`config.mk`:
```
export PLATFORM = sky130hd
export DESIGN_NAME = cpuij_core
export DESIGN_NICKNAME = d
export VERILOG_FILES = /design/src/common/cpuij_pkg.sv /design/src/core/cpuij_decode.sv /design/src/core/cpuij_core.sv
export SDC_FILE = /design/constraint.sdc
export NUM_CORES = 2
export LEC_CHECK = 0
export ABC_AREA = 1
export BUFFER_PORTS_ARGS = -buffer_cell sky130_fd_sc_hd__buf_4
export CAP_MARGIN = 20
export CORE_ASPECT_RATIO = 0.75
export CORE_MARGIN = 2
export CORE_UTILIZATION = 32
export CTS_CLUSTER_SIZE = 10
export DETAILED_ROUTE_END_ITERATION = 8
export SETUP_SLACK_MARGIN = 0.3
export SYNTH_ARGS = -nofsm -noshare
export SYNTH_HDL_FRONTEND = slang
export SYNTH_SLANG_ARGS = --single-unit
```
`constraint.sdc`:
```
create_clock -name clk_sys -period 7.4 [get_ports clk_sys]
set_input_delay 0.74 -clock clk_sys [delete_from_list [all_inputs] [get_ports clk_sys]]
set_output_delay 0.74 -clock clk_sys [all_outputs]
set_load 0.02 [all_outputs]
```
`src/common/cpuij_pkg.sv`:
```
// Shared constants, types and decode helper for the small core's execute block
package cpuij_pkg;

    localparam int IW = 14;
    localparam int DW = 8;
    localparam int PCW = 13;
    localparam int FAW = 7;
    localparam int BAW = 8;
    localparam int TGW = 11;

    // Instruction word fields
    localparam int DEST_BIT = 7;
    localparam int OPC6_LSB = 8;
    localparam int OPC3_LSB = 11;
    localparam int LATCH_HI_MSB = 4;
    localparam int LATCH_HI_LSB = 3;

    // Opcode encodings
    localparam logic [5:0] OPC_OR_ACC_REG = 6'h04;
    localparam logic [5:0] OPC_MOVE_REG = 6'h08;
    localparam logic [5:0] OPC_INCR_REG = 6'h0a;
    localparam logic [5:0] OPC_INCR_SKIP = 6'h0f;
    localparam logic [5:0] OPC_OR_LIT = 6'h38;
    localparam logic [2:0] OPC_JUMP = 3'h5;
    localparam logic [IW-1:0] INSTR_NO_OPERATION = 14'h0000;

    // Register port map; file registers occupy 8'h00 to 8'h7f
    localparam logic [BAW-1:0] ADDR_ACC = 8'h80;
    localparam logic [BAW-1:0] ADDR_STATUS = 8'h81;
    localparam logic [BAW-1:0] ADDR_PC_LATCH = 8'h82;
    localparam logic [BAW-1:0] ADDR_PC_LOW = 8'h83;
    localparam logic [BAW-1:0] ADDR_PC_HIGH = 8'h84;
    localparam logic [BAW-1:0] ADDR_CTRL = 8'h85;
    localparam int FILE_SEL_BIT = 7;
    localparam int STATUS_Z_BIT = 0;
    localparam int CTRL_RUN_BIT = 0;

    // Reset values
    localparam logic [DW-1:0] RST_ACC = 8'h00;
    localparam logic RST_ZERO = 1'b0;
    localparam logic [DW-1:0] RST_PC_LATCH = 8'h00;
    localparam logic [DW-1:0] RST_CTRL = 8'h01;
    localparam logic [PCW-1:0] RST_PC = 13'h0000;

    typedef enum logic [2:0] {
        CPUIJ_OP_NONE      = 3'b000,
        CPUIJ_OP_INCR_SKIP = 3'b001,
        CPUIJ_OP_JUMP      = 3'b010,
        CPUIJ_OP_OR_LIT    = 3'b011,
        CPUIJ_OP_INCR      = 3'b100,
        CPUIJ_OP_OR_REG    = 3'b101,
        CPUIJ_OP_MOVE      = 3'b110
    } cpuij_op_t;

    typedef struct packed {
        cpuij_op_t op;
        logic [DW-1:0] result;
        logic to_acc;
        logic to_file;
        logic upd_z;
        logic skip;
        logic jump;
        logic [TGW-1:0] target;
    } cpuij_exec_t;

    typedef struct packed {
        logic [BAW-1:0] addr;
        logic [DW-1:0] wdata;
        logic wr;
        logic rd;
    } cpuij_bus_t;

    function automatic cpuij_op_t cpuij_op_of(input logic [IW-1:0] w);
        cpuij_op_t op;
        op = CPUIJ_OP_NONE;
        if (w[IW-1:OPC3_LSB] == OPC_JUMP) begin
            op = CPUIJ_OP_JUMP;
        end else begin
            case (w[IW-1:OPC6_LSB])
                OPC_INCR_SKIP: op = CPUIJ_OP_INCR_SKIP;
                OPC_OR_LIT: op = CPUIJ_OP_OR_LIT;
                OPC_INCR_REG: op = CPUIJ_OP_INCR;
                OPC_OR_ACC_REG: op = CPUIJ_OP_OR_REG;
                OPC_MOVE_REG: op = CPUIJ_OP_MOVE;
                default: op = CPUIJ_OP_NONE;
            endcase
        end
        return op;
    endfunction

endpackage

```
`src/core/cpuij_decode.sv`:
```
// Combinational decode and arithmetic for one instruction word
`timescale 1ns/10ps
module cpuij_decode (
    input wire logic [cpuij_pkg::IW-1:0] instr,
    input wire logic [cpuij_pkg::DW-1:0] acc,
    input wire logic [cpuij_pkg::DW-1:0] fval,
    output cpuij_pkg::cpuij_exec_t dec
);
    import cpuij_pkg::*;

    logic [DW-1:0] inc_val;
    logic dest_file;

    assign inc_val = fval + 8'h01;
    assign dest_file = instr[DEST_BIT];

    always_comb begin
        dec = '0;
        dec.op = cpuij_op_of(instr);
        dec.target = instr[TGW-1:0];
        case (dec.op)
            CPUIJ_OP_INCR_SKIP: begin
                dec.result = inc_val;
                dec.to_acc = !dest_file;
                dec.to_file = dest_file;
                dec.skip = (inc_val == 8'h00);
            end
            CPUIJ_OP_JUMP: begin
                dec.jump = 1'b1;
            end
            CPUIJ_OP_OR_LIT: begin
                dec.result = acc | instr[DW-1:0];
                dec.to_acc = 1'b1;
                dec.upd_z = 1'b1;
            end
            CPUIJ_OP_INCR: begin
                dec.result = inc_val;
                dec.to_acc = !dest_file;
                dec.to_file = dest_file;
                dec.upd_z = 1'b1;
            end
            CPUIJ_OP_OR_REG: begin
                dec.result = acc | fval;
                dec.to_acc = !dest_file;
                dec.to_file = dest_file;
                dec.upd_z = 1'b1;
            end
            CPUIJ_OP_MOVE: begin
                // Writing back to itself still refreshes the zero flag
                dec.result = fval;
                dec.to_acc = !dest_file;
                dec.to_file = dest_file;
                dec.upd_z = 1'b1;
            end
            default: begin
                dec.op = CPUIJ_OP_NONE;
            end
        endcase
    end

endmodule // cpuij_decode

```
`src/core/cpuij_core.sv`:
```
// Execute block of the small 8-bit core: fetch, skip, jump, accumulator and file
//
// Strobed register access and the register addresses were left to the implementer.
`timescale 1ns/10ps

// What this block does
// - Increment-skip adds one, d selects destination
// - Zero result flushes next word as no-op
// - Jump loads eleven-bit target into low PC
// - Jump fills PC 12:11 from latch 4:3
// - Jump takes two cycles, flushing fetched word
// - Or-literal ORs immediate into accumulator
// - Increment adds one, d selects destination
// - Or-register ORs accumulator with file register
// - Move copies register to accumulator or itself
// - Move updates zero flag from moved value
module cpuij_core (
    input wire logic clk_sys,
    input wire logic rst_n,
    input cpuij_pkg::cpuij_bus_t bus,
    output logic [cpuij_pkg::DW-1:0] bus_rdata,
    input wire logic [cpuij_pkg::IW-1:0] prog_data,
    output logic [cpuij_pkg::PCW-1:0] prog_addr,
    output logic [cpuij_pkg::DW-1:0] acc_out,
    output logic zero_out
);
    import cpuij_pkg::*;

    logic [PCW-1:0] pc_r;
    logic [IW-1:0] ir_r;
    logic flush_r;
    logic [DW-1:0] acc_r;
    logic zero_r;
    logic [DW-1:0] latch_r;
    logic [DW-1:0] ctrl_r;
    logic [DW-1:0] rdata_r;
    logic [DW-1:0] file_mem [0:(1<<FAW)-1];
    logic [FAW-1:0] faddr;
    logic [DW-1:0] fval;
    logic run;
    logic exec_en;
    logic bus_file;
    cpuij_exec_t dec;

    assign run = ctrl_r[CTRL_RUN_BIT];
    // A flushed slot executes as no_operation
    assign exec_en = run && !flush_r;
    assign faddr = ir_r[FAW-1:0];
    assign fval = file_mem[faddr];
    assign bus_file = !bus.addr[FILE_SEL_BIT];

    cpuij_decode u_decode (
        .instr(ir_r),
        .acc(acc_r),
        .fval(fval),
        .dec(dec)
    );

    // Fetch: the word presented at pc_r is latched for execution next cycle
    always_ff @(posedge clk_sys) begin
        if (!rst_n) begin
            pc_r <= RST_PC;
            ir_r <= INSTR_NO_OPERATION;
            flush_r <= 1'b1;
        end else if (run) begin
            ir_r <= prog_data;
            if (exec_en && dec.jump) begin
                pc_r <= {latch_r[LATCH_HI_MSB:LATCH_HI_LSB], dec.target};
                flush_r <= 1'b1;
            end else begin
                pc_r <= pc_r + 13'h0001;
                flush_r <= exec_en && dec.skip;
            end
        end
    end

    // Core write wins over a register-port write in the same cycle
    always_ff @(posedge clk_sys) begin
        if (!rst_n) begin
            acc_r <= RST_ACC;
        end else if (exec_en && dec.to_acc) begin
            acc_r <= dec.result;
        end else if (bus.wr && bus.addr == ADDR_ACC) begin
            acc_r <= bus.wdata;
        end
    end

    always_ff @(posedge clk_sys) begin
        if (!rst_n) begin
            zero_r <= RST_ZERO;
        end else if (exec_en && dec.upd_z) begin
            zero_r <= (dec.result == 8'h00);
        end else if (bus.wr && bus.addr == ADDR_STATUS) begin
            zero_r <= bus.wdata[STATUS_Z_BIT];
        end
    end

    // File array is memory and holds no reset value
    always_ff @(posedge clk_sys) begin
        if (exec_en && dec.to_file) begin
            file_mem[faddr] <= dec.result;
        end else if (bus.wr && bus_file) begin
            file_mem[bus.addr[FAW-1:0]] <= bus.wdata;
        end
    end

    always_ff @(posedge clk_sys) begin
        if (!rst_n) begin
            latch_r <= RST_PC_LATCH;
        end else if (bus.wr && bus.addr == ADDR_PC_LATCH) begin
            latch_r <= bus.wdata;
        end
    end

    always_ff @(posedge clk_sys) begin
        if (!rst_n) begin
            ctrl_r <= RST_CTRL;
        end else if (bus.wr && bus.addr == ADDR_CTRL) begin
            ctrl_r <= bus.wdata;
        end
    end

    // Read data stands only in the cycle after the strobe; unmapped reads zero
    always_ff @(posedge clk_sys) begin
        if (!rst_n) begin
            rdata_r <= 8'h00;
        end else if (bus.rd) begin
            if (bus_file) begin
                rdata_r <= file_mem[bus.addr[FAW-1:0]];
            end else begin
                case (bus.addr)
                    ADDR_ACC: rdata_r <= acc_r;
                    ADDR_STATUS: rdata_r <= {7'h00, zero_r};
                    ADDR_PC_LATCH: rdata_r <= latch_r;
                    ADDR_PC_LOW: rdata_r <= pc_r[DW-1:0];
                    ADDR_PC_HIGH: rdata_r <= {3'h0, pc_r[PCW-1:DW]};
                    ADDR_CTRL: rdata_r <= ctrl_r;
                    default: rdata_r <= 8'h00;
                endcase
            end
        end else begin
            rdata_r <= 8'h00;
        end
    end

    assign bus_rdata = rdata_r;
    assign prog_addr = pc_r;
    assign acc_out = acc_r;
    assign zero_out = zero_r;

    logic ex_skip;
    logic ex_jump;
    logic ex_simple;
    assign ex_skip = exec_en && dec.op == CPUIJ_OP_INCR_SKIP;
    assign ex_jump = exec_en && dec.op == CPUIJ_OP_JUMP;
    assign ex_simple = exec_en && (dec.op == CPUIJ_OP_OR_LIT || dec.op == CPUIJ_OP_INCR
        || dec.op == CPUIJ_OP_OR_REG || dec.op == CPUIJ_OP_MOVE);
endmodule // cpuij_core

```
# ---- Yosys cells after proc, flatten, opt, wreduce, memory -nomap -nowiden
# Memory sizes are Yosys's and may differ from the RTL's. A register that Yosys moved wholly into a read port is not among the register bits.
# Cells that the tools add are included.
dict set report totals {
  regBits 61
  latchBits 0
  mem_bits_rw 1024
  rom_bits 0
  output_inout_bits 30
  wordCells 79
  memories 1
}
# name words width read_ports rd_clocked_by_memory_dff wr line
set memory_table {}
lappend memory_table {file_mem 128 8 2 1 1 cpuij_core.sv:37} ;# logic [DW-1:0] file_mem [0:(1<<FAW)-1];
dict set report classes {
  add_sub_neg 2
  multipliers 0
  n_div 0
  magnitude_cmp 0
  eq_ne 18
  shift 0
  muxes 25
  bitwise 2
  reduce_logical 23
}
# operator count
set ops {}
lappend ops {{== test 8 bit, second input constant} 6}
lappend ops {{one-hot mux 8 bit (6 select lines)} 1}
lappend ops {{one-hot mux 9 bit (4 select lines)} 1}
lappend ops {{two-way mux 8 bit} 4}
lappend ops {{two-way mux 7 bit} 3}
lappend ops {{== test 6 x 4 -> 1 bit, second input constant} 3}
lappend ops {{logical NOT 8 bit} 2}
lappend ops {{OR 8 bit} 2}
lappend ops {{one-hot mux 3 bit (5 select lines)} 1}
lappend ops {{adder 13 x 1 -> 13 bit, second input constant} 1}
lappend ops {{two-way mux 1 bit} 13}
lappend ops {{two-way mux 13 bit} 1}
lappend ops {{== test 3 bit, second input constant} 4}
lappend ops {{logical AND 1 bit} 11}
lappend ops {{adder 8 x 1 -> 8 bit, second input constant} 1}
lappend ops {{OR reduction 4 bit} 2}
lappend ops {{OR reduction 8 bit} 1}
lappend ops {{== test 3 x 2 -> 1 bit, second input constant} 2}
lappend ops {{== test 6 x 3 -> 1 bit, second input constant} 1}
lappend ops {{== test 6 bit, second input constant} 1}
lappend ops {{nonzero test 2 bit} 2}
lappend ops {{== test 3 x 1 -> 1 bit, second input constant} 1}
lappend ops {{logical NOT 1 bit} 3}
lappend ops {{two-way mux 3 bit} 1}
lappend ops {{2 further kinds} 2}

# ---- Longest topological paths before layout
dict set report depth {
  word_depth 11
  mapped_depth 25
}

# ---- Cells and area by module
# A second synthesis with hierarchy kept.
dict set report unflattened {
  cells_unflattened 6360
  area_unflattened_um2 55446.9
}
# mod instances cells_per_inst area_each_um2 seq_area_each_um2
set modules_own_cells {}
lappend modules_own_cells {cpuij_core 1 6220 54695.0 32110.8}
lappend modules_own_cells {cpuij_decode 1 140 752.0 0.0}

# ---- Least setup slack after synthesis
# No wires, ideal clock.
dict set report synth_path {
  kind {register -> register}
  start {register ir_r[10]}
  end {memory file_mem[0][1] (data pin)}
  setup_time_ps 1198
  arrival_ps 6652
  t_required_ps 6202
  path_slack_ps -450
  stages_incl_launch_ff 16
  path_cell_list {dfxtp_1 -> nor2_2 -> nand2_1 -> nor2_4 -> inv_4 -> nand2_4 -> inv_2 -> nand2_2 -> nor2_1 -> inv_2 -> nand4_4 -> nand3_4 -> buf_8 -> buf_6 -> clkbuf_1 -> o21ai_0}
}
dict set report synth_via {
  elab_chain_cells 11
  word_cells_on_any_way 21
}
# item line
set synth_rtl {}
lappend synth_rtl {{start: declaration} cpuij_core.sv:30} ;# logic [IW-1:0] ir_r;
lappend synth_rtl {{start signal: assignment} cpuij_core.sv:66} ;# ir_r <= prog_data;
lappend synth_rtl {{== test 6 x 4 -> 1 bit (tied with other cells)} cpuij_pkg.sv:79} ;# case (w[IW-1:OPC6_LSB])
lappend synth_rtl {{one-hot mux 3 bit (5 select lines) (*)} cpuij_pkg.sv:79}
lappend synth_rtl {{two-way mux 3 bit (*)} cpuij_pkg.sv:76} ;# if (w[IW-1:OPC3_LSB] == OPC_JUMP) begin
lappend synth_rtl {{== test 3 x 1 -> 1 bit / == test 3 bit (equally long branches)} cpuij_decode.sv:21} ;# case (dec.op)
lappend synth_rtl {{OR reduction 4 bit (no source line)} -}
lappend synth_rtl {{two-way mux 1 bit} cpuij_decode.sv:21}
lappend synth_rtl {{logical AND 1 bit} cpuij_core.sv:100} ;# if (exec_en && dec.to_file) begin
lappend synth_rtl {{two-way mux 1 bit} cpuij_core.sv:100}
lappend synth_rtl {{two-way mux 1 bit (not written as such)} cpuij_core.sv:103} ;# file_mem[bus.addr[FAW-1:0]] <= bus.wdata;
lappend synth_rtl {{OR reduction 8 bit (no source line)} -}
lappend synth_rtl {{two-way mux 8 bit (no source line) (*)} -}
lappend synth_rtl {{end: declaration} cpuij_core.sv:37}
# Mark *: on every way between the ends. The rest lies on a longest branch, timed or not.

==> report_table.html <==
<table>
<tr><th>Metric</th><th>Value</th></tr>
<tr><th colspan="2">Global routing</th></tr>
<tr><td>Maximum number of pins on one net before global-route repair</td><td>148</td></tr>
<tr><td>Overflow left after global routing</td><td>0</td></tr>
<tr><td>GRT Util Overall</td><td>23.6%</td></tr>
<tr><td>Vias in the first global route</td><td>41,728</td></tr>
<tr><td>Antenna violations before repair</td><td>5</td></tr>
<tr><td>First-pass GRT wire length</td><td>295 mm</td></tr>
<tr><th colspan="2">Critical path</th></tr>
<tr><td>Worst stage delay on the critical path</td><td>0.76 ns</td></tr>
<tr><td>Critical path startpoint category</td><td>register</td></tr>
<tr><td>Arrival time of the worst setup path</td><td>5.79 ns</td></tr>
<tr><td>Required time of the critical path</td><td>7.83 ns</td></tr>
<tr><td>Series of cell instances along the critical path</td><td>buf_4 -&gt; nand3_1 -&gt; nand3_1 -&gt; nand3_1 -&gt; o21ai_1 -&gt; nand2_1 -&gt; nand3_1 -&gt; nand2_2 -&gt; nor2_2 -&gt; nand2_1 -&gt; nand2_1 -&gt; nand3_1 -&gt; nand2_1 -&gt; nand2_1 -&gt; o21ai_4 -&gt; buf_4</td></tr>
<tr><td>Critical path capture point type</td><td>register</td></tr>
<tr><td>Master of the slowest instance on the critical path</td><td>sky130_fd_sc_hd__dfxtp_4</td></tr>
<tr><td>Worst-path fanout max</td><td>60</td></tr>
<tr><td>Category of the critical setup timing path</td><td>register to register</td></tr>
<tr><th colspan="2">CTS</th></tr>
<tr><td>Max clock buf depth</td><td>3</td></tr>
<tr><td>Clock root buffer</td><td>sky130_fd_sc_hd__clkbuf_16</td></tr>
<tr><td>Total number of H-tree levels</td><td>3</td></tr>
<tr><td>Hold-fix buffer count after cts</td><td>0</td></tr>
<tr><td>TritonCTS buffer count</td><td>120</td></tr>
<tr><td>Clock slew at reported path FFs</td><td>0.06 ns</td></tr>
<tr><td>Clock tree from TritonCTS</td><td>done</td></tr>
<tr><td>Num Clock Sinks</td><td>1,092</td></tr>
<tr><td>Clk_lat worst skew</td><td>0.76 ns</td></tr>
<tr><td>Post-CTS setup buffers</td><td>0</td></tr>
<tr><td>CTS-repair resized insts</td><td>0</td></tr>
<tr><th colspan="2">Run status</th></tr>
<tr><td>Outcome</td><td>completed</td></tr>
<tr><th colspan="2">Die</th></tr>
<tr><td>Effective utilization at floorplan</td><td>32.3%</td></tr>
<tr><td>Boundary Pins</td><td>64</td></tr>
<tr><td>Overall die height</td><td>356 um</td></tr>
<tr><td>Core outline area</td><td>163,000 sq um</td></tr>
<tr><td>Standard-cell row count</td><td>128</td></tr>
<tr><td>Die W</td><td>473 um</td></tr>
<tr><td>Die area</td><td>168,000 sq um</td></tr>
<tr><th colspan="2">STA</th></tr>
<tr><td>Hold slack</td><td>0.220 ns</td></tr>
<tr><td>Sum Neg Setup Slack</td><td>0 ns</td></tr>
<tr><td>Final setup fails</td><td>0</td></tr>
<tr><td>Final hold violation count</td><td>0</td></tr>
<tr><td>Slew headroom</td><td>10.6%</td></tr>
<tr><td>Setup ws final</td><td>2.05 ns</td></tr>
<tr><td>Final period utilization</td><td>72.4%</td></tr>
<tr><td>Setup repair after global routing missed its margin</td><td>no</td></tr>
<tr><td>Worst slew pin tran</td><td>1.33 ns</td></tr>
<tr><td>Max Clock Skew</td><td>0.0370 ns</td></tr>
<tr><td>Fmax</td><td>187 MHz</td></tr>
<tr><td>Minimum period implied by the final worst setup slack</td><td>5.35 ns</td></tr>
<tr><td>Max-slew violation count</td><td>0</td></tr>
<tr><th colspan="2">Synth</th></tr>
<tr><td>Count of mapped cells out of synthesis</td><td>5,428</td></tr>
<tr><td>Number of nets produced by synthesis</td><td>5,465</td></tr>
<tr><td>Post-synth design cell area</td><td>52,700 sq um</td></tr>
<tr><td>Fraction of synthesized area in multiplexers</td><td>0%</td></tr>
<tr><td>Syn. warnings</td><td>0</td></tr>
<tr><td>Complex-gate fraction of the synthesized area</td><td>10.2%</td></tr>
<tr><td>Seq/Total Area, Yosys</td><td>60.9%</td></tr>
<tr><td>Unique masters post-synth</td><td>52</td></tr>
<tr><td>FFs w/ async S/R, synth</td><td>0%</td></tr>
<tr><td>Ranking of synthesized cells by area</td><td>sky130_fd_sc_hd__edfxtp_1 58%, sky130_fd_sc_hd__nand2_1 11%, sky130_fd_sc_hd__nand3_1 9.3%</td></tr>
<tr><td>Flip-flop and latch count after synthesis</td><td>1,092</td></tr>
<tr><td>Top cell type by total area after synthesis</td><td>sky130_fd_sc_hd__edfxtp_1</td></tr>
<tr><td>Average footprint of a synthesized cell</td><td>9.71 sq um</td></tr>
<tr><td>Area share of xor/xnor cells in the synthesized design</td><td>0.0498%</td></tr>
<tr><td>Largest family of logic cells by synthesized area</td><td>simple AND/OR/NAND/NOR gates</td></tr>
<tr><td>Top_reg_cell synth</td><td>sky130_fd_sc_hd__edfxtp_1</td></tr>
<tr><td>Simple-gate portion of the synthesized area</td><td>24.3%</td></tr>
<tr><td>Top-area cell type share of the netlist area</td><td>58.3%</td></tr>
<tr><td>Share of synthesized cell area in full adder, half adder and majority cells</td><td>0.0712%</td></tr>
<tr><td>Number of synthesized flops with an enable pin</td><td>1,024</td></tr>
<tr><th colspan="2">Finish</th></tr>
<tr><td>Layout area overhead</td><td>11.3%</td></tr>
<tr><td># fillers</td><td>16,036</td></tr>
<tr><td>Layout cell share with drive strength beyond 1</td><td>7.16%</td></tr>
<tr><td>Total Nets Final</td><td>5,352</td></tr>
<tr><td>End-of-flow core utilization</td><td>36.0%</td></tr>
<tr><td>Post-layout instance count excluding filler cells</td><td>7,496</td></tr>
<tr><td>Design Area, Final</td><td>58,700 sq um</td></tr>
<tr><th colspan="2">Placed design</th></tr>
<tr><td>DP Cell Count</td><td>7,332</td></tr>
<tr><td>Dpl cell area</td><td>55,400 sq um</td></tr>
<tr><td>Last weighted congestion value of the routability-driven placer</td><td>0.969</td></tr>
<tr><td>Port Buffer Count</td><td>63</td></tr>
<tr><td>Worst setup timing slack at the placement stage</td><td>2.18 ns</td></tr>
<tr><td>DPL Wire Length</td><td>123 mm</td></tr>
<tr><th colspan="2">Route</th></tr>
<tr><td>Number of nets with antenna violations after detailed routing</td><td>0</td></tr>
<tr><td>Detail-routed net length per standard cell</td><td>27.4 um</td></tr>
<tr><td>Starting DRT DRC Count</td><td>7,820</td></tr>
<tr><td>Via density per instance</td><td>6.04</td></tr>
<tr><td>Vias</td><td>45,249</td></tr>
<tr><td>Total length of routed wires</td><td>205 mm</td></tr>
<tr><td>Number of iterations in the first detailed-routing pass</td><td>9</td></tr>
<tr><td>Post-route DRC</td><td>0</td></tr>
<tr><th colspan="2">Min path</th></tr>
<tr><td>Path category of the worst min-delay check</td><td>input pin to register</td></tr>
<tr><th colspan="2">Power and ir drop</th></tr>
<tr><td>Worst ir drop on vdd</td><td>0.000209 V</td></tr>
<tr><td>Power density over cell area</td><td>236 nW/um^2</td></tr>
<tr><td>Overall power</td><td>13.9 mW</td></tr>
<tr><td>Static leakage</td><td>20.3 nW</td></tr>
<tr><th colspan="2">Job</th></tr>
<tr><td>Number of max-cap violations</td><td>0</td></tr>
</table>
## cells in the final DEF, fill, tap and decap left out, types with 10 or more instances in the layout
cell type / synthesis / layout
sky130_fd_sc_hd__a21oi_1: 147 / 146
sky130_fd_sc_hd__a221oi_1: 47 / 47
sky130_fd_sc_hd__a22o_1: 18 / 18
sky130_fd_sc_hd__a22oi_1: 264 / 264
sky130_fd_sc_hd__a31oi_1: 35 / 32
sky130_fd_sc_hd__buf_12: 0 / 22
sky130_fd_sc_hd__buf_4: 15 / 137
sky130_fd_sc_hd__clkbuf_1: 179 / 24
sky130_fd_sc_hd__clkbuf_16: 0 / 122
sky130_fd_sc_hd__dfxtp_1: 68 / 64
sky130_fd_sc_hd__edfxtp_1: 1024 / 1024
sky130_fd_sc_hd__inv_1: 135 / 130
sky130_fd_sc_hd__inv_2: 16 / 14
sky130_fd_sc_hd__nand2_1: 1590 / 1590
sky130_fd_sc_hd__nand2_2: 15 / 15
sky130_fd_sc_hd__nand3_1: 983 / 983
sky130_fd_sc_hd__nand4_1: 94 / 94
sky130_fd_sc_hd__nor2_1: 233 / 230
sky130_fd_sc_hd__nor2_2: 10 / 10
sky130_fd_sc_hd__nor3_1: 15 / 15
sky130_fd_sc_hd__o211ai_1: 34 / 34
sky130_fd_sc_hd__o21ai_0: 171 / 167
sky130_fd_sc_hd__o22ai_1: 38 / 38
sky130_fd_sc_hd__o311ai_0: 11 / 11
## sequential cells by signal (all words and copies together) (netlist names), named ones only
register   cells
file_mem    1024
ir_r          14
prog_addr     13
acc_out        8
bus_rdata      8
ctrl_r         8
latch_r        8
flush_r        1
zero_out       1
## synth_stat cells (3+ instances only)
master,number
sky130_fd_sc_hd__buf_6,7
sky130_fd_sc_hd__edfxtp_1,1024
sky130_fd_sc_hd__nor3_2,4
sky130_fd_sc_hd__a211oi_1,5
sky130_fd_sc_hd__o2bb2ai_1,7
sky130_fd_sc_hd__buf_4,15
sky130_fd_sc_hd__nand2_2,15
sky130_fd_sc_hd__o221ai_1,6
sky130_fd_sc_hd__ha_1,3
sky130_fd_sc_hd__nor2_4,4
sky130_fd_sc_hd__dfxtp_1,68
sky130_fd_sc_hd__a21oi_1,147
sky130_fd_sc_hd__nor2_2,10
sky130_fd_sc_hd__a221oi_1,47
sky130_fd_sc_hd__o211ai_1,34
sky130_fd_sc_hd__nor2_1,233
sky130_fd_sc_hd__nand2_1,1590
sky130_fd_sc_hd__inv_1,135
sky130_fd_sc_hd__a32o_1,6
sky130_fd_sc_hd__o21a_1,3
sky130_fd_sc_hd__o21ai_2,8
sky130_fd_sc_hd__buf_2,120
sky130_fd_sc_hd__nand3_1,983
sky130_fd_sc_hd__a31oi_1,35
sky130_fd_sc_hd__o2111ai_1,5
sky130_fd_sc_hd__o22ai_1,38
sky130_fd_sc_hd__buf_1,80
sky130_fd_sc_hd__a22o_1,18
sky130_fd_sc_hd__a22oi_1,264
sky130_fd_sc_hd__nand4_1,94
sky130_fd_sc_hd__o311ai_0,11
sky130_fd_sc_hd__o21ai_0,171
sky130_fd_sc_hd__nor3_1,15
sky130_fd_sc_hd__a41oi_1,6
sky130_fd_sc_hd__inv_2,16
sky130_fd_sc_hd__clkbuf_1,179
## path summary, 6_finish.rpt
kind / from / slack, ns / end / cells after the start
max: register / 2.05 / file_mem[126][7] / 16
min: prog_data[10] / 0.22 / ir_r[10] / 3
max reg2reg: register / 2.05 / file_mem[126][7] / 16
min reg2reg: latch_r[6] / 0.47 / latch_r[6] / 2
## final cells by class
cell class	count	area [sq um]	share of cell area, %
Clock buffer	146	3140	5.36
Antenna cell	3	7.51	0.0128
Multi-Input combinational cell	3780	18400	31.3
Clock inverter	9	98.8	0.168
Tap cell	2145	2680	4.57
Timing Repair Buffer	167	1620	2.77
Inverter	154	621	1.06
Sequential cell	1092	32100	54.7
## metal layers
metal	GRT usage (%)	routed length, um	vias up
li1	-	-	19280
met2	32.4	82800	3486
met3	9.01	32200	525
met4	8.45	8210	6
met1	33.5	82000	21952
met5	0	31	-
## critical path, delay by kind of cell (launching register included)
family / cells / cell delay (ns)
buffers and inverters: 2 / 1.50
flip-flops: 1 / 0.76
AO/OA/AOI/OAI: 2 / 0.54
AND/OR/NAND/NOR: 12 / 2.00
## kinds of logic (layout without fill, tap and decap cells)
family,after synthesis,after routing
compound gates,816,816
xor+xnor,3,3
fa+ha+maj,3,3
simple gates,2958,2958
flops,1092,1092
other cells,0,3
buf+inv,556,476
## where the power goes
| group | switching, mW | total [mW] | internal (mW) | leakage, nW |
|---|---|---|---|---|
| combinational | 1.23 | 1.59 | 0.358 | 8.79 |
| sequential | 0.0397 | 6.89 | 6.85 | 9.97 |
| clock | 2.46 | 5.39 | 2.93 | 1.58 |
Power figures use the tool's default switching activity.
